--- config.mk ---
export PLATFORM = sky130hd
export DESIGN_NAME = tmw_timers
export DESIGN_NICKNAME = d
export VERILOG_FILES = /design/src/pkg/tmw_pkg.sv /design/src/tmw_tick_sel.sv /design/src/tmw_down_counter.sv /design/src/tmw_timers.sv
export SDC_FILE = /design/constraint.sdc
export NUM_CORES = 1
export LEC_CHECK = 0
export BUFFER_PORTS_ARGS = -buffer_cell sky130_fd_sc_hd__clkbuf_2
export CELL_PAD_IN_SITES_DETAIL_PLACEMENT = 0
export CELL_PAD_IN_SITES_GLOBAL_PLACEMENT = 1
export CORE_AREA = 5 5 311 313
export DETAILED_ROUTE_END_ITERATION = 12
export DIE_AREA = 0 0 316 318
export GPL_TIMING_DRIVEN = 0
export MAX_ROUTING_LAYER = met4
export PLACE_DENSITY = 0.63
export SLEW_MARGIN = 25
export SYNTH_ARGS = -nofsm -noshare
export SYNTH_HDL_FRONTEND = slang
export SYNTH_HIERARCHICAL = 1
export SYNTH_SLANG_ARGS = --single-unit
--- constraint.sdc ---
create_clock -name pclk -period 6.25 [get_ports pclk]
set_input_delay 0.9375 -clock pclk [delete_from_list [all_inputs] [get_ports pclk]]
set_output_delay 0.9375 -clock pclk [all_outputs]
set_load 0.01 [all_outputs]
--- src/pkg/tmw_pkg.sv ---
// Shared constants and types of the timer block: register map,
// control field layouts, reset values and interrupt bit positions.
// Assumes a 32-bit APB slave decoding the low eight address bits.
package tmw_pkg;

	localparam int NUM_GP = 3;
	localparam int NUM_WD = 2;
	localparam int GP_W = 32;
	localparam int WD_W = 32;
	localparam int OS_W = 24;

	// Byte addresses of the register map
	localparam logic [7:0] IRQ_STATUS = 8'h00;
	localparam logic [7:0] IRQ_MASK = 8'h04;
	localparam logic [7:0] OS_CTRL = 8'h08;
	localparam logic [7:0] OS_RELOAD = 8'h0c;
	localparam logic [7:0] OS_COUNT = 8'h10;
	localparam logic [7:0] GP_BASE = 8'h20;
	localparam logic [7:0] GP_STRIDE = 8'h10;
	localparam logic [7:0] GP_CTRL_OFF = 8'h00;
	localparam logic [7:0] GP_RELOAD_OFF = 8'h04;
	localparam logic [7:0] GP_COUNT_OFF = 8'h08;
	localparam logic [7:0] WD_BASE = 8'h60;
	localparam logic [7:0] WD_STRIDE = 8'h10;
	localparam logic [7:0] WD_CTRL_OFF = 8'h00;
	localparam logic [7:0] WD_LOAD_OFF = 8'h04;
	localparam logic [7:0] WD_TIMEOUT_OFF = 8'h08;
	localparam logic [7:0] WD_RESTART_OFF = 8'h0c;

	// Interrupt status and mask bit positions
	localparam int IRQ_W = 6;
	localparam int IRQ_GP_LSB = 0;
	localparam int IRQ_WD_LSB = 3;
	localparam int IRQ_OS_BIT = 5;

	// Counting source select codes
	localparam logic [1:0] SRC_RC_MAIN = 2'h0;
	localparam logic [1:0] SRC_RC_BACKUP = 2'h1;
	localparam logic [1:0] SRC_XOSC = 2'h2;
	localparam logic [1:0] SRC_PLL = 2'h3;

	// External input use of a general-purpose timer
	typedef enum logic [1:0] {
		TMW_EXT_OFF = 2'h0,
		TMW_EXT_CLOCK = 2'h1,
		TMW_EXT_GATE = 2'h2
	} tmw_ext_mode_type;

	typedef struct packed {
		tmw_ext_mode_type ext_mode;
		logic [1:0] clk_sel;
		logic sync_en;
		logic soc_en;
		logic irq_en;
		logic enable;
	} tmw_gp_ctrl_type;

	typedef struct packed {
		logic [1:0] clk_sel;
		logic dbg_freeze;
		logic reset_mode;
		logic enable;
	} tmw_wd_ctrl_type;

	// Reset values
	localparam tmw_gp_ctrl_type GP_CTRL_RST = '{TMW_EXT_OFF, 2'h0, 1'b0, 1'b0, 1'b0, 1'b0};
	localparam tmw_wd_ctrl_type WD_CTRL_RST = '{2'h0, 1'b0, 1'b0, 1'b0};
	localparam logic [GP_W-1:0] GP_RELOAD_RST = 32'h0000_0000;
	localparam logic [WD_W-1:0] WD_LOAD_RST = 32'hffff_ffff;
	localparam logic [WD_W-1:0] WD_TIMEOUT_RST = 32'h0000_0000;
	localparam logic [OS_W-1:0] OS_RELOAD_RST = 24'h00_0000;
	localparam logic [IRQ_W-1:0] IRQ_RST = 6'h00;

endpackage

--- src/tmw_tick_sel.sv ---
// Count-enable selector of one timer: picks a source tick and applies
// the external input as clock (rising edge) or as a gate.
// Assumes all source ticks and the external input are pclk-synchronous.
`timescale 1ns/10ps
module tmw_tick_sel (
	input wire logic pclk,
	input wire logic presetn,
	input wire logic [3:0] src_tick,
	input wire logic [1:0] clk_sel,
	input wire tmw_pkg::tmw_ext_mode_type ext_mode,
	input wire logic ext_in,
	output logic count_en
);
	logic ext_q;
	logic next_ext_q;
	logic src_en;

	// Previous external level for edge detection
	always_comb begin
		next_ext_q = ext_in;
	end

	always_ff @(posedge pclk or negedge presetn) begin
		if (!presetn) begin
			ext_q <= 1'b0;
		end else begin
			ext_q <= next_ext_q;
		end
	end

	// Source mux, then external input as clock or gate
	always_comb begin
		src_en = src_tick[clk_sel];
		case (ext_mode)
			tmw_pkg::TMW_EXT_CLOCK: count_en = ext_in & ~ext_q;
			tmw_pkg::TMW_EXT_GATE: count_en = src_en & ext_in;
			default: count_en = src_en;
		endcase
	end

	property p_gate_blocks;
		@(posedge pclk) disable iff (!presetn)
		ext_mode == tmw_pkg::TMW_EXT_GATE && !ext_in |-> !count_en;
	endproperty
	a_gate_blocks: assert property (p_gate_blocks)
		else $error("gated timer counted with gate low");

	property p_src_select;
		@(posedge pclk) disable iff (!presetn)
		ext_mode == tmw_pkg::TMW_EXT_OFF |-> count_en == src_tick[clk_sel];
	endproperty
	a_src_select: assert property (p_src_select)
		else $error("count enable does not follow selected source");

endmodule // tmw_tick_sel

--- src/tmw_down_counter.sv ---
// Loadable down-counter with optional auto-reload one cycle after zero.
// Assumes load and count_en are one-cycle requests in the pclk domain.
`timescale 1ns/10ps
module tmw_down_counter #(
	parameter int W = 32,
	parameter bit AUTO = 1'b1
) (
	input wire logic pclk,
	input wire logic presetn,
	input wire logic enable,
	input wire logic count_en,
	input wire logic load,
	input wire logic [W-1:0] load_value,
	output logic [W-1:0] count,
	output logic zero_evt
);
	localparam logic [W-1:0] ONE = W'(1);

	logic [W-1:0] next_count;
	logic next_zero;

	// Load wins over reload and step; zero is flagged as it is reached
	always_comb begin
		next_count = count;
		next_zero = 1'b0;
		if (load) begin
			next_count = load_value;
		end else if (enable) begin
			if (AUTO && count == '0) begin
				next_count = load_value;
			end else if (count_en && count != '0) begin
				next_count = count - ONE;
				next_zero = (count == ONE);
			end
		end
	end

	always_ff @(posedge pclk or negedge presetn) begin
		if (!presetn) begin
			count <= '0;
			zero_evt <= 1'b0;
		end else begin
			count <= next_count;
			zero_evt <= next_zero;
		end
	end

	property p_reload;
		@(posedge pclk) disable iff (!presetn)
		AUTO && enable && !load && count == '0 |=> count == $past(load_value);
	endproperty
	a_reload: assert property (p_reload)
		else $error("counter did not reload after zero");

	property p_step;
		@(posedge pclk) disable iff (!presetn)
		enable && count_en && !load && count != '0
		|=> count == $past(count) - ONE && zero_evt == ($past(count) == ONE);
	endproperty
	a_step: assert property (p_step)
		else $error("counter step or zero event wrong");

endmodule // tmw_down_counter

--- src/tmw_timers.sv ---
// Timer subsystem: three general-purpose timers, two watchdogs and the
// OS tick timer behind an APB slave with one interrupt output.
// Assumes a single pclk domain; source ticks are pclk-synchronous pulses.
//
// Notes on behaviour
// - three identical 32-bit auto-reload down-counting general-purpose timers.
// - timer zero sets its interrupt flag only while its interrupt enable is set.
// - timer zero pulses ADC trigger and PWM sync, each behind own enable.
// - timer counting source selectable among RC, backup RC, crystal, PLL.
// - external input optionally serves as counting clock or counting gate.
// - two identical 32-bit watchdog down-counters with selectable counting source.
// - watchdog reaching time-out raises interrupt or reset as configured.
// - in debug halt each watchdog freezes or runs, per its setting.
// - OS tick timer is a 24-bit auto-reload down-counter.
// - OS tick zero sets a maskable interrupt flag.
//
// The implementer's own choices: register access over APB and the register offsets.
`timescale 1ns/10ps
module tmw_timers (
	input wire logic pclk,
	input wire logic presetn,
	input wire logic [7:0] paddr,
	input wire logic psel,
	input wire logic penable,
	input wire logic pwrite,
	input wire logic [31:0] pwdata,
	output logic [31:0] prdata,
	output logic pready,
	output logic pslverr,
	input wire logic [3:0] src_tick,
	input wire logic [2:0] ext_in,
	input wire logic debug_halt,
	output logic irq,
	output logic [2:0] adc_conversion_trigger,
	output logic [2:0] pwm_sync_event,
	output logic wd_reset_req
);
	localparam int NG = tmw_pkg::NUM_GP;
	localparam int NW = tmw_pkg::NUM_WD;

	tmw_pkg::tmw_gp_ctrl_type gp_ctrl [NG];
	tmw_pkg::tmw_gp_ctrl_type next_gp_ctrl [NG];
	logic [31:0] gp_reload [NG];
	logic [31:0] next_gp_reload [NG];
	logic [31:0] gp_count [NG];
	logic [NG-1:0] gp_load;
	logic [NG-1:0] gp_cen;
	logic [NG-1:0] gp_zero;
	tmw_pkg::tmw_wd_ctrl_type wd_ctrl [NW];
	tmw_pkg::tmw_wd_ctrl_type next_wd_ctrl [NW];
	logic [31:0] wd_load [NW];
	logic [31:0] next_wd_load [NW];
	logic [31:0] wd_timeout [NW];
	logic [31:0] next_wd_timeout [NW];
	logic [31:0] wd_count [NW];
	logic [NW-1:0] wd_expired;
	logic [NW-1:0] next_wd_expired;
	logic [NW-1:0] wd_restart;
	logic [NW-1:0] wd_src;
	logic [NW-1:0] wd_run;
	logic [NW-1:0] wd_hit;
	logic next_wd_reset_req;
	logic os_enable;
	logic next_os_enable;
	logic [23:0] os_reload;
	logic [23:0] next_os_reload;
	logic [23:0] os_count;
	logic os_load;
	logic os_zero;
	logic [5:0] irq_status;
	logic [5:0] next_irq_status;
	logic [5:0] irq_mask;
	logic [5:0] next_irq_mask;
	logic [5:0] irq_set;
	logic [2:0] next_adc;
	logic [2:0] next_sync;
	logic [31:0] rdata;
	logic hit;
	logic [31:0] next_prdata;
	logic next_pslverr;
	logic wr_en;

	// Address of a register inside a repeated bank
	function automatic logic [7:0] bank_addr(logic [7:0] base, logic [7:0] stride,
			int idx, logic [7:0] off);
		return 8'(base + 8'(stride * idx) + off);
	endfunction

	// Zero-wait slave; a write lands in the access cycle
	assign pready = 1'b1;
	assign wr_en = psel & penable & pwrite;

	// General-purpose timers
	for (genvar g = 0; g < NG; g++) begin : g_gp
		tmw_tick_sel u_sel (
			.pclk(pclk),
			.presetn(presetn),
			.src_tick(src_tick),
			.clk_sel(gp_ctrl[g].clk_sel),
			.ext_mode(gp_ctrl[g].ext_mode),
			.ext_in(ext_in[g]),
			.count_en(gp_cen[g])
		);
		tmw_down_counter #(.W(tmw_pkg::GP_W), .AUTO(1'b1)) u_cnt (
			.pclk(pclk),
			.presetn(presetn),
			.enable(gp_ctrl[g].enable),
			.count_en(gp_cen[g]),
			.load(gp_load[g]),
			.load_value(gp_reload[g]),
			.count(gp_count[g]),
			.zero_evt(gp_zero[g])
		);
	end

	// Watchdogs: no reload, counting halts at the time-out value
	for (genvar w = 0; w < NW; w++) begin : g_wd
		tmw_tick_sel u_sel (
			.pclk(pclk),
			.presetn(presetn),
			.src_tick(src_tick),
			.clk_sel(wd_ctrl[w].clk_sel),
			.ext_mode(tmw_pkg::TMW_EXT_OFF),
			.ext_in(1'b0),
			.count_en(wd_src[w])
		);
		// Freeze only matters while the core sits in debug halt
		assign wd_run[w] = wd_src[w] & ~(debug_halt & wd_ctrl[w].dbg_freeze)
			& ~wd_expired[w] & (wd_count[w] != wd_timeout[w]);
		assign wd_hit[w] = wd_ctrl[w].enable & ~wd_expired[w] & ~wd_restart[w]
			& (wd_count[w] == wd_timeout[w]);
		tmw_down_counter #(.W(tmw_pkg::WD_W), .AUTO(1'b0)) u_cnt (
			.pclk(pclk),
			.presetn(presetn),
			.enable(wd_ctrl[w].enable),
			.count_en(wd_run[w]),
			.load(wd_restart[w]),
			.load_value(wd_load[w]),
			.count(wd_count[w]),
			.zero_evt()
		);
	end

	// OS tick counts every pclk
	tmw_down_counter #(.W(tmw_pkg::OS_W), .AUTO(1'b1)) u_os (
		.pclk(pclk),
		.presetn(presetn),
		.enable(os_enable),
		.count_en(1'b1),
		.load(os_load),
		.load_value(os_reload),
		.count(os_count),
		.zero_evt(os_zero)
	);

	// Read mux and address decode
	always_comb begin
		rdata = 32'h0000_0000;
		hit = 1'b1;
		case (paddr)
			tmw_pkg::IRQ_STATUS: rdata = 32'(irq_status);
			tmw_pkg::IRQ_MASK: rdata = 32'(irq_mask);
			tmw_pkg::OS_CTRL: rdata = 32'(os_enable);
			tmw_pkg::OS_RELOAD: rdata = 32'(os_reload);
			tmw_pkg::OS_COUNT: rdata = 32'(os_count);
			default: hit = 1'b0;
		endcase
		for (int i = 0; i < NG; i++) begin
			if (paddr == bank_addr(tmw_pkg::GP_BASE, tmw_pkg::GP_STRIDE, i,
					tmw_pkg::GP_CTRL_OFF)) begin
				rdata = 32'(gp_ctrl[i]);
				hit = 1'b1;
			end
			if (paddr == bank_addr(tmw_pkg::GP_BASE, tmw_pkg::GP_STRIDE, i,
					tmw_pkg::GP_RELOAD_OFF)) begin
				rdata = gp_reload[i];
				hit = 1'b1;
			end
			if (paddr == bank_addr(tmw_pkg::GP_BASE, tmw_pkg::GP_STRIDE, i,
					tmw_pkg::GP_COUNT_OFF)) begin
				rdata = gp_count[i];
				hit = 1'b1;
			end
		end
		for (int i = 0; i < NW; i++) begin
			if (paddr == bank_addr(tmw_pkg::WD_BASE, tmw_pkg::WD_STRIDE, i,
					tmw_pkg::WD_CTRL_OFF)) begin
				rdata = 32'(wd_ctrl[i]);
				hit = 1'b1;
			end
			if (paddr == bank_addr(tmw_pkg::WD_BASE, tmw_pkg::WD_STRIDE, i,
					tmw_pkg::WD_LOAD_OFF)) begin
				rdata = wd_load[i];
				hit = 1'b1;
			end
			if (paddr == bank_addr(tmw_pkg::WD_BASE, tmw_pkg::WD_STRIDE, i,
					tmw_pkg::WD_TIMEOUT_OFF)) begin
				rdata = wd_timeout[i];
				hit = 1'b1;
			end
			if (paddr == bank_addr(tmw_pkg::WD_BASE, tmw_pkg::WD_STRIDE, i,
					tmw_pkg::WD_RESTART_OFF)) begin
				rdata = wd_count[i];
				hit = 1'b1;
			end
		end
	end

	// Register writes, event flags and outputs; hardware set beats W1C clear
	always_comb begin
		next_gp_ctrl = gp_ctrl;
		next_gp_reload = gp_reload;
		next_wd_ctrl = wd_ctrl;
		next_wd_load = wd_load;
		next_wd_timeout = wd_timeout;
		next_os_enable = os_enable;
		next_os_reload = os_reload;
		next_irq_mask = irq_mask;
		gp_load = '0;
		wd_restart = '0;
		os_load = 1'b0;
		irq_set = '0;
		for (int i = 0; i < NG; i++) begin
			irq_set[tmw_pkg::IRQ_GP_LSB + i] = gp_zero[i] & gp_ctrl[i].irq_en;
			next_adc[i] = gp_zero[i] & gp_ctrl[i].soc_en;
			next_sync[i] = gp_zero[i] & gp_ctrl[i].sync_en;
		end
		for (int i = 0; i < NW; i++) begin
			irq_set[tmw_pkg::IRQ_WD_LSB + i] = wd_hit[i] & ~wd_ctrl[i].reset_mode;
		end
		irq_set[tmw_pkg::IRQ_OS_BIT] = os_zero;
		next_irq_status = irq_status;
		if (wr_en && paddr == tmw_pkg::IRQ_STATUS) begin
			next_irq_status = irq_status & ~pwdata[5:0];
		end
		next_irq_status = next_irq_status | irq_set;
		if (wr_en) begin
			case (paddr)
				tmw_pkg::IRQ_MASK: next_irq_mask = pwdata[5:0];
				tmw_pkg::OS_CTRL: next_os_enable = pwdata[0];
				tmw_pkg::OS_RELOAD: next_os_reload = pwdata[23:0];
				tmw_pkg::OS_COUNT: os_load = 1'b1;
				default: ;
			endcase
			for (int i = 0; i < NG; i++) begin
				if (paddr == bank_addr(tmw_pkg::GP_BASE, tmw_pkg::GP_STRIDE, i,
						tmw_pkg::GP_CTRL_OFF)) begin
					next_gp_ctrl[i] = tmw_pkg::tmw_gp_ctrl_type'(pwdata[7:0]);
				end
				if (paddr == bank_addr(tmw_pkg::GP_BASE, tmw_pkg::GP_STRIDE, i,
						tmw_pkg::GP_RELOAD_OFF)) begin
					next_gp_reload[i] = pwdata;
				end
				if (paddr == bank_addr(tmw_pkg::GP_BASE, tmw_pkg::GP_STRIDE, i,
						tmw_pkg::GP_COUNT_OFF)) begin
					gp_load[i] = 1'b1;
				end
			end
			for (int i = 0; i < NW; i++) begin
				if (paddr == bank_addr(tmw_pkg::WD_BASE, tmw_pkg::WD_STRIDE, i,
						tmw_pkg::WD_CTRL_OFF)) begin
					next_wd_ctrl[i] = tmw_pkg::tmw_wd_ctrl_type'(pwdata[4:0]);
				end
				if (paddr == bank_addr(tmw_pkg::WD_BASE, tmw_pkg::WD_STRIDE, i,
						tmw_pkg::WD_LOAD_OFF)) begin
					next_wd_load[i] = pwdata;
				end
				if (paddr == bank_addr(tmw_pkg::WD_BASE, tmw_pkg::WD_STRIDE, i,
						tmw_pkg::WD_TIMEOUT_OFF)) begin
					next_wd_timeout[i] = pwdata;
				end
				if (paddr == bank_addr(tmw_pkg::WD_BASE, tmw_pkg::WD_STRIDE, i,
						tmw_pkg::WD_RESTART_OFF)) begin
					wd_restart[i] = 1'b1;
				end
			end
		end
		// Reset request holds until restart; a system reset clears it anyway
		next_wd_expired = (wd_expired | wd_hit) & ~wd_restart;
		next_wd_reset_req = wd_reset_req;
		// Clear first, so a time-out of the other dog in the same cycle still wins
		if (|wd_restart) begin
			next_wd_reset_req = 1'b0;
		end
		for (int i = 0; i < NW; i++) begin
			if (wd_hit[i] && wd_ctrl[i].reset_mode) begin
				next_wd_reset_req = 1'b1;
			end
		end
		// Read data captured in setup so that it leaves a flip-flop
		next_prdata = prdata;
		next_pslverr = pslverr;
		if (psel && !penable) begin
			next_prdata = pwrite ? 32'h0000_0000 : rdata;
			next_pslverr = ~hit;
		end
	end

	always_ff @(posedge pclk or negedge presetn) begin
		if (!presetn) begin
			for (int i = 0; i < NG; i++) begin
				gp_ctrl[i] <= tmw_pkg::GP_CTRL_RST;
				gp_reload[i] <= tmw_pkg::GP_RELOAD_RST;
			end
			for (int i = 0; i < NW; i++) begin
				wd_ctrl[i] <= tmw_pkg::WD_CTRL_RST;
				wd_load[i] <= tmw_pkg::WD_LOAD_RST;
				wd_timeout[i] <= tmw_pkg::WD_TIMEOUT_RST;
			end
			wd_expired <= '0;
			wd_reset_req <= 1'b0;
			os_enable <= 1'b0;
			os_reload <= tmw_pkg::OS_RELOAD_RST;
			irq_status <= tmw_pkg::IRQ_RST;
			irq_mask <= tmw_pkg::IRQ_RST;
			adc_conversion_trigger <= '0;
			pwm_sync_event <= '0;
			prdata <= 32'h0000_0000;
			pslverr <= 1'b0;
		end else begin
			gp_ctrl <= next_gp_ctrl;
			gp_reload <= next_gp_reload;
			wd_ctrl <= next_wd_ctrl;
			wd_load <= next_wd_load;
			wd_timeout <= next_wd_timeout;
			wd_expired <= next_wd_expired;
			wd_reset_req <= next_wd_reset_req;
			os_enable <= next_os_enable;
			os_reload <= next_os_reload;
			irq_status <= next_irq_status;
			irq_mask <= next_irq_mask;
			adc_conversion_trigger <= next_adc;
			pwm_sync_event <= next_sync;
			prdata <= next_prdata;
			pslverr <= next_pslverr;
		end
	end

	// One level interrupt for all unmasked flags
	assign irq = |(irq_status & irq_mask);

	for (genvar g = 0; g < NG; g++) begin : g_chk_gp
		property p_gp_irq;
			@(posedge pclk) disable iff (!presetn)
			gp_zero[g] |=> irq_status[g] == $past(gp_ctrl[g].irq_en | irq_status[g]);
		endproperty
		a_gp_irq: assert property (p_gp_irq)
			else $error("timer zero flag wrong for its enable");

		property p_gp_trig;
			@(posedge pclk) disable iff (!presetn)
			##1 adc_conversion_trigger[g] == $past(gp_zero[g] & gp_ctrl[g].soc_en)
				&& pwm_sync_event[g] == $past(gp_zero[g] & gp_ctrl[g].sync_en);
		endproperty
		a_gp_trig: assert property (p_gp_trig)
			else $error("trigger pulse does not follow timer zero");
	end

	for (genvar w = 0; w < NW; w++) begin : g_chk_wd
		property p_wd_timeout;
			@(posedge pclk) disable iff (!presetn)
			wd_hit[w] |=> (wd_ctrl[w].reset_mode ? wd_reset_req
				: irq_status[tmw_pkg::IRQ_WD_LSB + w]) && wd_expired[w];
		endproperty
		a_wd_timeout: assert property (p_wd_timeout)
			else $error("watchdog time-out action missing");

		property p_wd_freeze;
			@(posedge pclk) disable iff (!presetn)
			debug_halt && wd_ctrl[w].dbg_freeze && !wd_restart[w]
				|=> wd_count[w] == $past(wd_count[w]);
		endproperty
		a_wd_freeze: assert property (p_wd_freeze)
			else $error("watchdog moved while frozen in debug");

		property p_wd_hold;
			@(posedge pclk) disable iff (!presetn)
			wd_expired[w] && !wd_restart[w] |=> $stable(wd_count[w]);
		endproperty
		a_wd_hold: assert property (p_wd_hold)
			else $error("expired watchdog kept counting");
	end

	property p_os_irq;
		@(posedge pclk) disable iff (!presetn)
		os_zero |=> irq_status[tmw_pkg::IRQ_OS_BIT] ##0 (irq == |(irq_status & irq_mask));
	endproperty
	a_os_irq: assert property (p_os_irq)
		else $error("OS tick flag not set on zero");

	property p_os_reload;
		@(posedge pclk) disable iff (!presetn)
		os_zero && os_enable && !os_load |=> os_count == $past(os_reload);
	endproperty
	a_os_reload: assert property (p_os_reload)
		else $error("OS tick did not reload");

endmodule // tmw_timers

* Yosys cells after proc, flatten, opt, wreduce, memory -nomap -nowiden *
Cells that the tools add are included.
Widths: inputs -> output; s select.

storage, ports and cells
  bits of input ports = 53
  bits in registers = 528
  output and inout port bits = 42

cells by class
  reduce and logical (&&, ||, !) cells = 58
  equal/unequal tests = 35
  bitwise gates (word level) = 52
  magnitude comparators = 5
  $add $sub $neg = 6
  mux-type cells = 101

operators with widths
  operator               count
  $mux 32                36
  $reduce_bool 32->1     5
  $sub 32x1->32 const B  5
  $pmux 24 s5            1
  $eq 32x1->1 const B    3
  $logic_not 32->1       3
  $mux 24                4
  $eq 8x7->1 const B     11
  $eq 32x32->1           2
  $ne 32x32->1           2
  $mux 1                 49
  $eq 8x6->1 const B     6
  $reduce_and 2->1       21
  $and 1x1->1            33
  $eq 24x1->1 const B    1
  $logic_not 24->1       1
  $reduce_bool 24->1     1
  $sub 24x1->24 const B  1
  $eq 8x4->1 const B     2
  $reduce_bool 2->1      8
  $lt 2x3->1 const B     5
  $reduce_bool 3->1      5
  $and 6x6->6            2
  $not 1->1              12
  20 further kinds       38

* Longest topological paths before layout *
Gate-level depths: netlist of the first run.

  word-level depth = 21
  depth in mapped cells = 12

* Hierarchy *
The synthesis of the first run kept the hierarchy.

by module, submodules not included
  module                                area each (µm²)  times used  cells an instance
  tmw_timers                            18383.9          1           1729
  tmw_down_counter (g_gp[0].u_cnt ...)  2547.4           3           304
  tmw_down_counter (g_wd[0].u_cnt)      2114.5           1           235
  tmw_down_counter (g_wd[1].u_cnt)      1990.7           1           218
  tmw_down_counter (u_os)               1798.0           1           223
  tmw_tick_sel                          87.6             5           7

* Worst setup path before layout of the first run *
No wires, ideal clock.

  kind = input to register
  start = input src_tick[1]
  end = register g_wd[0].u_cnt.count[19]
  buffers on the path = 0
  slack = 2.813 ns
  stages = 9
  library setup time = 0.069 ns
  arrival time = 3.368 ns
  required time = 6.181 ns
  path through = mux4_2 > a21o_1 > inv_1 > a2111oi_0 > nand4bb_1 > or3_1 > or4_1 > or4_1 > nand3_1

between the ends
  cells in the longest elaborated chain, start to end = 8

ends and longest elaborated chain
  element                       line                    RTL
  start, declared               tmw_timers.sv:30        input wire logic [3:0] src_tick,
  $bmux 1 s2                    tmw_tick_sel.sv:33      src_en = src_tick[clk_sel];
  $mux 1 (implied by the code)  tmw_tick_sel.sv:33
  named net wd_src[0]           tmw_timers.sv:59        logic [NW-1:0] wd_src;
  $and 1x1->1                   tmw_timers.sv:128       assign wd_run[w] = wd_src[w] & ~(debug_halt & wd_ctrl[w].dbg_freeze)
  $and 1x1->1 (2 in a row)      tmw_timers.sv:129       & ~wd_expired[w] & (wd_count[w] != wd_timeout[w]);
  named net wd_run[0]           tmw_timers.sv:60        logic [NW-1:0] wd_run;
  $logic_and 1x1->1             tmw_down_counter.sv:31  end else if (count_en && count != '0) begin
  $reduce_bool 2->1 (no line)   n/a
  $reduce_and 2->1 (no line)    n/a
  end signal, assigned          tmw_down_counter.sv:43  count <= next_count;
  end, declared                 tmw_down_counter.sv:14  output logic [W-1:0] count,

The timed path passes the listed nets, and every way through them passes these cells. The select of a mux whose other input is x is not followed.
A chain may end at the register's enable or synchronous reset.

* Worst setup path in the final report of the first run *
  start = input paddr[2]
  end = register prdata[6]

between the ends
  cells in the longest elaborated chain, start to end = 20
  elaborated cells between the ends (all ways) = 41
  classes of those cells = eq/ne (21); mux (19); reduce/logical (1)

ends and longest elaborated chain
  element                             line               RTL
  start, declared                     tmw_timers.sv:22   input wire logic [7:0] paddr,
  $eq 8x5->1 (tied with other cells)  tmw_timers.sv:160  case (paddr)
  $pmux 24 s5                         tmw_timers.sv:160
  $mux 32                             tmw_timers.sv:169  if (paddr == bank_addr(tmw_pkg::GP_BASE, tmw_pkg::GP_STRIDE, i,
  $mux 32                             tmw_timers.sv:174  if (paddr == bank_addr(tmw_pkg::GP_BASE, tmw_pkg::GP_STRIDE, i,
  $mux 32                             tmw_timers.sv:179  if (paddr == bank_addr(tmw_pkg::GP_BASE, tmw_pkg::GP_STRIDE, i,
  $mux 32                             tmw_timers.sv:169
  $mux 32                             tmw_timers.sv:174
  $mux 32                             tmw_timers.sv:179
  [... 4 more ...]                    n/a
  $mux 32                             tmw_timers.sv:191  if (paddr == bank_addr(tmw_pkg::WD_BASE, tmw_pkg::WD_STRIDE, i,
  $mux 32                             tmw_timers.sv:196  if (paddr == bank_addr(tmw_pkg::WD_BASE, tmw_pkg::WD_STRIDE, i,
  $mux 32                             tmw_timers.sv:201  if (paddr == bank_addr(tmw_pkg::WD_BASE, tmw_pkg::WD_STRIDE, i,
  $mux 32                             tmw_timers.sv:186  if (paddr == bank_addr(tmw_pkg::WD_BASE, tmw_pkg::WD_STRIDE, i,
  $mux 32                             tmw_timers.sv:191
  $mux 32                             tmw_timers.sv:196
  $mux 32 (*)                         tmw_timers.sv:201
  $mux 32 (*)                         tmw_timers.sv:294  next_prdata = pwrite ? 32'h0000_0000 : rdata;
  end signal, assigned                tmw_timers.sv:334  prdata <= next_prdata;
  end, declared                       tmw_timers.sv:27   output logic [31:0] prdata,

Mark *: on every way between the ends. The rest lies on a longest branch, timed or not.

==> results of run 1 <==
-- per-stage QoR --
step,TNS (ns),cell area (um2),setup slack [ns]
after global placement,-4541.27,34300,-9.19
after floorplan,0,32300,2.81
after global routing,0,36900,2.09
after CTS,0,36900,2.24
final,0,36900,1.99
after detailed placement,0,34600,1.57
-- cell type report --
cell class              instances  area, um2  area share (%)
flip-flops and latches        530      13300            36.1
well taps                    1265       1580            4.29
plain buffers                 236       1210            3.28
clock inverters                29        269           0.729
diodes                         16       40.0           0.108
clock buffers                  92       2010            5.44
multi-input cells            2532      17600            47.6
inverters                      56        210           0.569
repair buffers                 99        671            1.82
-- worst min path at each step --
stage	from	end	cells past startpoint
floorplan	u_os/zero_evt	irq_status[5]	1
global placement	u_os/zero_evt	irq_status[5]	1
detailed placement	u_os/zero_evt	irq_status[5]	1
CTS	presetn	u_os/count[12]	1
global route	presetn	u_os/count[12]	1
finish	presetn	u_os/count[12]	1
-- report_power, final --
| part | total (W) | switching [W] | internal (W) |
|---|---|---|---|
| logic | 0.00168 | 0.00117 | 0.000508 |
| clock network | 0.00411 | 0.00169 | 0.00242 |
| registers | 0.00385 | 0.000291 | 0.00356 |
| total | 0.00964 | 0.00315 | 0.00649 |
-- cells in the final DEF, fill, tap and decap left out, types with 21 or more instances in the layout --
cell / instances
o21ai_0: 238
nor3_1: 78
a21o_1: 28
nor2_1: 270
mux2i_1: 30
buf_2: 70
a31oi_1: 53
or3_1: 44
a22oi_1: 76
clkbuf_16: 73
o21ai_1: 30
mux2_2: 265
dfstp_2: 64
inv_1: 54
clkbuf_2: 95
nand3_1: 86
nand2_1: 259
a21oi_1: 140
o211ai_1: 28
nand4_1: 49
xor2_1: 72
a211oi_1: 25
o221ai_1: 25
clkbuf_1: 121
mux2_1: 23
nor4_1: 96
or4_1: 46
dfrtp_1: 466
mux2_4: 21
o22ai_1: 58
-- registers in the layout (all words and copies together), names as in the netlist, 10 cells and up --
name              count
g_wd.u_cnt/count     64
g_gp.u_cnt/count     96
wd_ctrl              10
os_reload            24
wd_timeout           64
u_os/count           24
prdata               32
gp_reload            96
gp_ctrl              24
wd_load              64
-- worst max-delay path, cell delays in order --
cell and delay, ns:
clkbuf_2 0.18, buf_2 0.38, buf_2 0.29, buf_1 0.88
clkbuf_1 0.87, o22ai_1 0.19, a211oi_1 0.29, o21ai_0 0.37
o211ai_1 0.33
-- per-layer routing --
metal  part of all wire (%)  global-route usage (%)  vias up
li1                       -                       -    13200
met1                     44                    49.4    16200
met2                     42                    48.7     1760
met3                    8.6                    6.19      325
met4                    5.2                    15.1        0
met5                      0                       -        -
==> summary.md, run 1 <==
| Metric | Value |
|---|---|
| R2R cell count | `11` |
| Worst Setup SP | `paddr[2]` |
| Endpoints failing hold | `0` |
| Worst hold slack | `0.230 ns` |
| WP data arrival | `4.75 ns` |
| Worst Clk Skew | `0.0222 ns` |
| CTS tree | `built` |
| Tightest Hold Check Type | `input pin to asynchronous set/reset pin` |
| Initial DRT Pass Iterations | `6` |
| Period utilisation layout | `68.1%` |
| PortBufs | `90` |
| Htree depth | `3` |
| Die width | `316 um` |
| GRT Residual Overflow | `0` |
| # DRC | `0` |
| DIE AREA | `100000 um2` |
| Critical path fanouts, max | `10` |
| Crit Reg-Reg Startpoint | `g_wd[1].u_cnt/count[1]` |
| Hold Buf Count CTS | `0` |
| Max Root-Sink Buffers | `3` |
| Total track usage | `34.9%` |
| Critical Path RT | `6.75 ns` |
| GPL Wtd Cong | `1.07` |
| Global-route wire length before repair | `242000 um` |
| Fmax | `0.235 GHz` |
| R2R Setup Slk | `2.16 ns` |
| Final Util | `39.3%` |
| Layout cells sized above 1 | `21.7%` |
| Row Count | `113` |
| Via count | `31500` |
| Worst R2R End | `g_wd[1].u_cnt/count[26]` |
| CP Launch Type | `input pin` |
| Setup Fix Bufs, Post-CTS | `0` |
| Clk Latency, worst-skew pair | `0.64 ns` |
| Post-DR vias/cell | `6.48` |
| Root Buffer | `clkbuf_16` |
| Fin nets | `3593` |
| Largest net degree at the start of global routing | `85` |
| Initial core utilization | `34.3%` |
| Iter 0 DRT Violations | `4456` |
| WL per Instance | `36.2 um` |
| Die H | `318 um` |
| Post-DP HPWL | `134000 um` |
| Number of global-route vias before repair | `29100` |
| Post-cts resize count | `0` |
| Power Density | `261 nW/um2` |
| Status | `complete, no violations` |
| Area growth syn-to-layout | `14.4%` |
| Average cell area after synthesis | `9.65 um2` |
| Initial antenna violation count | `14` |
| IO Pins | `95` |
| Clock Sink Count | `530` |
| Leak pwr | `15.9 nW` |
| RSZ-0062 raised after global routing | `no` |
| Detailed Route WL | `176000 um` |
| Finished Layout Cells | `4855` |
| Count of pins over their slew limit | `0` |
| # placed instances | `4717` |
| Peak supply drop | `0.000180 V` |
| Final ANT Viol Nets | `0` |
| Max_cap viols | `0` |
| TritonCTS Buffers | `69` |
| Fin crit period | `4.26 ns` |
| Final setup fails | `0` |
| Worst Setup End Kind | `register` |
| Slew HR | `15.2%` |
| Syn Inst Count | `3342` |
| Clock-pin slew on the worst setup and hold paths | `0.06 ns` |
| Fillers | `9543` |
| Tot Pwr | `0.00964 W` |
| Worst Setup EP | `prdata[6]` |
| CP Class | `input pin to register` |
| Yosys warns | `6` |
| Area of the core | `94000 um2` |
| Slew @ Worst Pin | `1.24 ns` |
| Cell Area, Synth | `32300 um2` |
Note: power is estimated with default switching activity, not from simulation.
==> inputs of run 2 (changes only) <==
clock period = 4.26 ns   (was 6.25 ns; I/O delays follow)
==> run 2 against run 1 <==
  * Critical path type is now register to register
  * Wire length down 0.28%
  * Sequential power up 47%
  * Die area is the same
  * First-iteration DRC count fell by 1.5%
  * Cell area unchanged
  * Critical path depth is 2 higher
  * Critical endpoint is now g_wd[1].u_cnt/count[26]
  * Combinational power is 46% higher
  * Count of clock-buffer cells in the layout stayed put
  * Non-clock buffer count increased by 1
  * Sequential share of layout area unchanged
  * Utilization unchanged
==> summary.md, run 2 (synthesis gave the netlist of run 1 again) <==
| Metric | Value |
|---|---|
| Place WS | `-0.122 ns (-1.69 ns)` |
| Row Count | `113 (unchanged)` |
| Area of the core | `94000 um2 (unchanged)` |
| Initial core utilization | `34.3% (unchanged)` |
| # DRC | `0 (unchanged)` |
| Detailed Route WL | `175000 um (-0.28%)` |
| Root Buffer | `clkbuf_16` |
| Iter 0 DRT Violations | `4390 (-1.5%)` |
| Int Power | `0.00952 W (+47%)` |
| Number of global-route vias before repair | `29100 (unchanged)` |
| Reg area | `13300 um2 (unchanged)` |
| PortBufs | `90 (unchanged)` |
| WL per Instance | `36.2 um (-0.22%)` |
| TritonCTS Buffers | `69 (unchanged)` |
| Period utilisation layout | `95.6%` |
| Final ANT Viol Nets | `0 (unchanged)` |
| Largest net degree at the start of global routing | `85 (unchanged)` |
| Critical path fanouts, max | `8 (-2)` |
| Worst Setup End Kind | `register` |
| RSZ-0062 raised after global routing | `no` |
| Htree depth | `3 (unchanged)` |
| Die H | `318 um (unchanged)` |
| Reg power frac | `40.0% (about the same)` |
| Switch share | `32.6% (-0.047 points)` |
| Area growth syn-to-layout | `14.4% (unchanged)` |
| Post-DP HPWL | `134000 um (unchanged)` |
| Fin nets | `3594 (+0.028%)` |
| Initial antenna violation count | `14 (unchanged)` |
| Net Sw Power | `0.00461 W (+46%)` |
| Combinational Power Share | `17.4% (about the same)` |
| Final setup fails | `0 (unchanged)` |
| Fmax | `0.246 GHz` |
| Final worst-path setup slack | `0.188 ns (-1.81 ns)` |
| GPL Wtd Cong | `1.07 (unchanged)` |
| Initial DRT Pass Iterations | `6 (unchanged)` |
| Status | `complete, no violations` |
| Worst hold slack | `0.170 ns (-0.0599 ns)` |
| Commonest non-fill, non-tap cell in the layout | `dfrtp_1` |
| Die width | `316 um (unchanged)` |
| Tightest Hold Check Type | `input pin to register` |
| Fin crit period | `4.07 ns` |
| Slew @ Worst Pin | `1.22 ns (-0.0157 ns)` |
| Global-route wire length before repair | `242000 um (unchanged)` |
| GRT Residual Overflow | `0 (unchanged)` |
| Post-DR vias/cell | `6.46 (-0.40%)` |
| Clk pwr share | `42.7% (about the same)` |
| IO Pins | `95 (unchanged)` |
| WP data arrival | `4.58 ns (-0.17 ns)` |
| CTS tree | `built` |
| DIE AREA | `100000 um2 (unchanged)` |
| Layout cells sized above 1 | `21.7% (about the same)` |
| Post-cts resize count | `0 (unchanged)` |
| Peak supply drop | `0.000259 V (+44%)` |
| Clock Sink Count | `530 (unchanged)` |
| Clock-pin slew on the worst setup and hold paths | `0.06 ns (about the same)` |
| Commonest non-fill, non-tap cells in the layout | `dfrtp_1 (466), nor2_1 (270), mux2_2 (265), nand2_1 (259), o21ai_0 (238)` |
| Leak pwr | `15.9 nW (about the same)` |
| Critical Path RT | `4.77 ns (-1.98 ns)` |
| Slew HR | `16.3% (+1.1 points)` |
| Via count | `31300 (-0.46%)` |
| Footprint of the multi-input gates | `17600 um2 (unchanged)` |
| Worst Clk Skew | `0.0222 ns (+0.0000245 ns)` |
| Fillers | `9537 (-0.063%)` |
| Clk Latency, worst-skew pair | `0.64 ns (about the same)` |
| Total track usage | `34.9% (unchanged)` |
| CP Class | `register to register` |
| Max Root-Sink Buffers | `3 (unchanged)` |
| CP Launch Type | `register` |
| Biggest regs | `g_gp.u_cnt/count (96), gp_reload (96)` |
| Count of pins over their slew limit | `0 (unchanged)` |
| Endpoints failing hold | `0 (unchanged)` |
| Power Density | `383 nW/um2 (+47%)` |
| Max_cap viols | `0 (unchanged)` |
==> run 2: cell count changes in the layout (fill, tap and decap cells not counted) <==
cell / delta
dlygate4sd3_1: +1
diode_2: -4
==> run 2: worst paths after layout <==
path,start,endpoint,slack [ns],cells past startpoint
min in group asynchronous,presetn,u_os/count[12],0.51,2
worst min register to register,u_os/zero_evt,irq_status[5],0.44,1
worst max-delay path,g_wd[1].u_cnt/count[1],g_wd[1].u_cnt/count[26],0.19,11
worst min-delay path,ext_in[1],g_gp[1].u_sel/ext_q,0.17,1
worst max register to register,g_wd[1].u_cnt/count[1],g_wd[1].u_cnt/count[26],0.19,11
max in group asynchronous,presetn,wd_load[59],1.76,6
==> run 2: power by group through the flow <==
stage | clock (W) | combinational [W] | sequential [W]
6_report | 0.00603 | 0.00245 | 0.00565
5_1_grt | 0.00631 | 0.00262 | 0.00566
4_1_cts | 0.00610 | 0.00239 | 0.00562
3_5_place_dp | 0 | 0.00238 | 0.00570
3_3_place_gp | 0 | 0.00237 | 0.00571
2_1_floorplan | 0 | 0.00147 | 0.00551
==> run 2: cell type report <==
type | count | share of cell area, %
diodes | 12 | 0.0813
plain buffers | 236 | 3.28
clock buffers | 92 | 5.44
clock inverters | 29 | 0.729
inverters | 56 | 0.569
multi-input cells | 2532 | 47.6
flip-flops and latches | 530 | 36.1
well taps | 1265 | 4.29
repair buffers | 100 | 1.84
==> run 2: critical path, cell delays in order (launching register included) <==
cell and delay (ns):
dfrtp_1 0.57, xor2_1 0.28, nor4_1 0.10, nand4_1 0.11, nor2_1 0.08, a2111oi_0 1.02, nand2_1 0.29, nor2_1 0.33
nand3_1 0.38, nor4_1 0.41, xor2_1 0.11, mux2_2 0.27
==> run 2: routing by layer <==
layer | share of wire (%) | routed length (um) | GRT usage [%] | vias up
met5 | 0 | 0 | - | -
met4 | 5.4 | 9460 | 15.1 | 0
met3 | 8.9 | 15600 | 6.19 | 320
met2 | 42 | 72900 | 48.7 | 1746
met1 | 44 | 77500 | 49.4 | 16100
li1 | - | - | - | 13200
==> run 2: timing repair <==
item	4_1_cts	5_1_grt
endpoints found under the hold margin	38	0
hold buffers	1	0
buffers inserted	0	0
==> run 2: per-stage QoR <==
stage               utilization [%]  total power [W]  area, um2   TNS, ns  instances
floorplan                         -          0.00698      32300         0       3354
finish                         39.3           0.0141      36900         0       4852
global placement               36.5          0.00808      34300  -5438.28       4709
global route                   39.2           0.0146      36900         0       4842
CTS                            39.2           0.0141      36900         0       4839
detailed placement             36.8          0.00809      34600    -0.133       4717
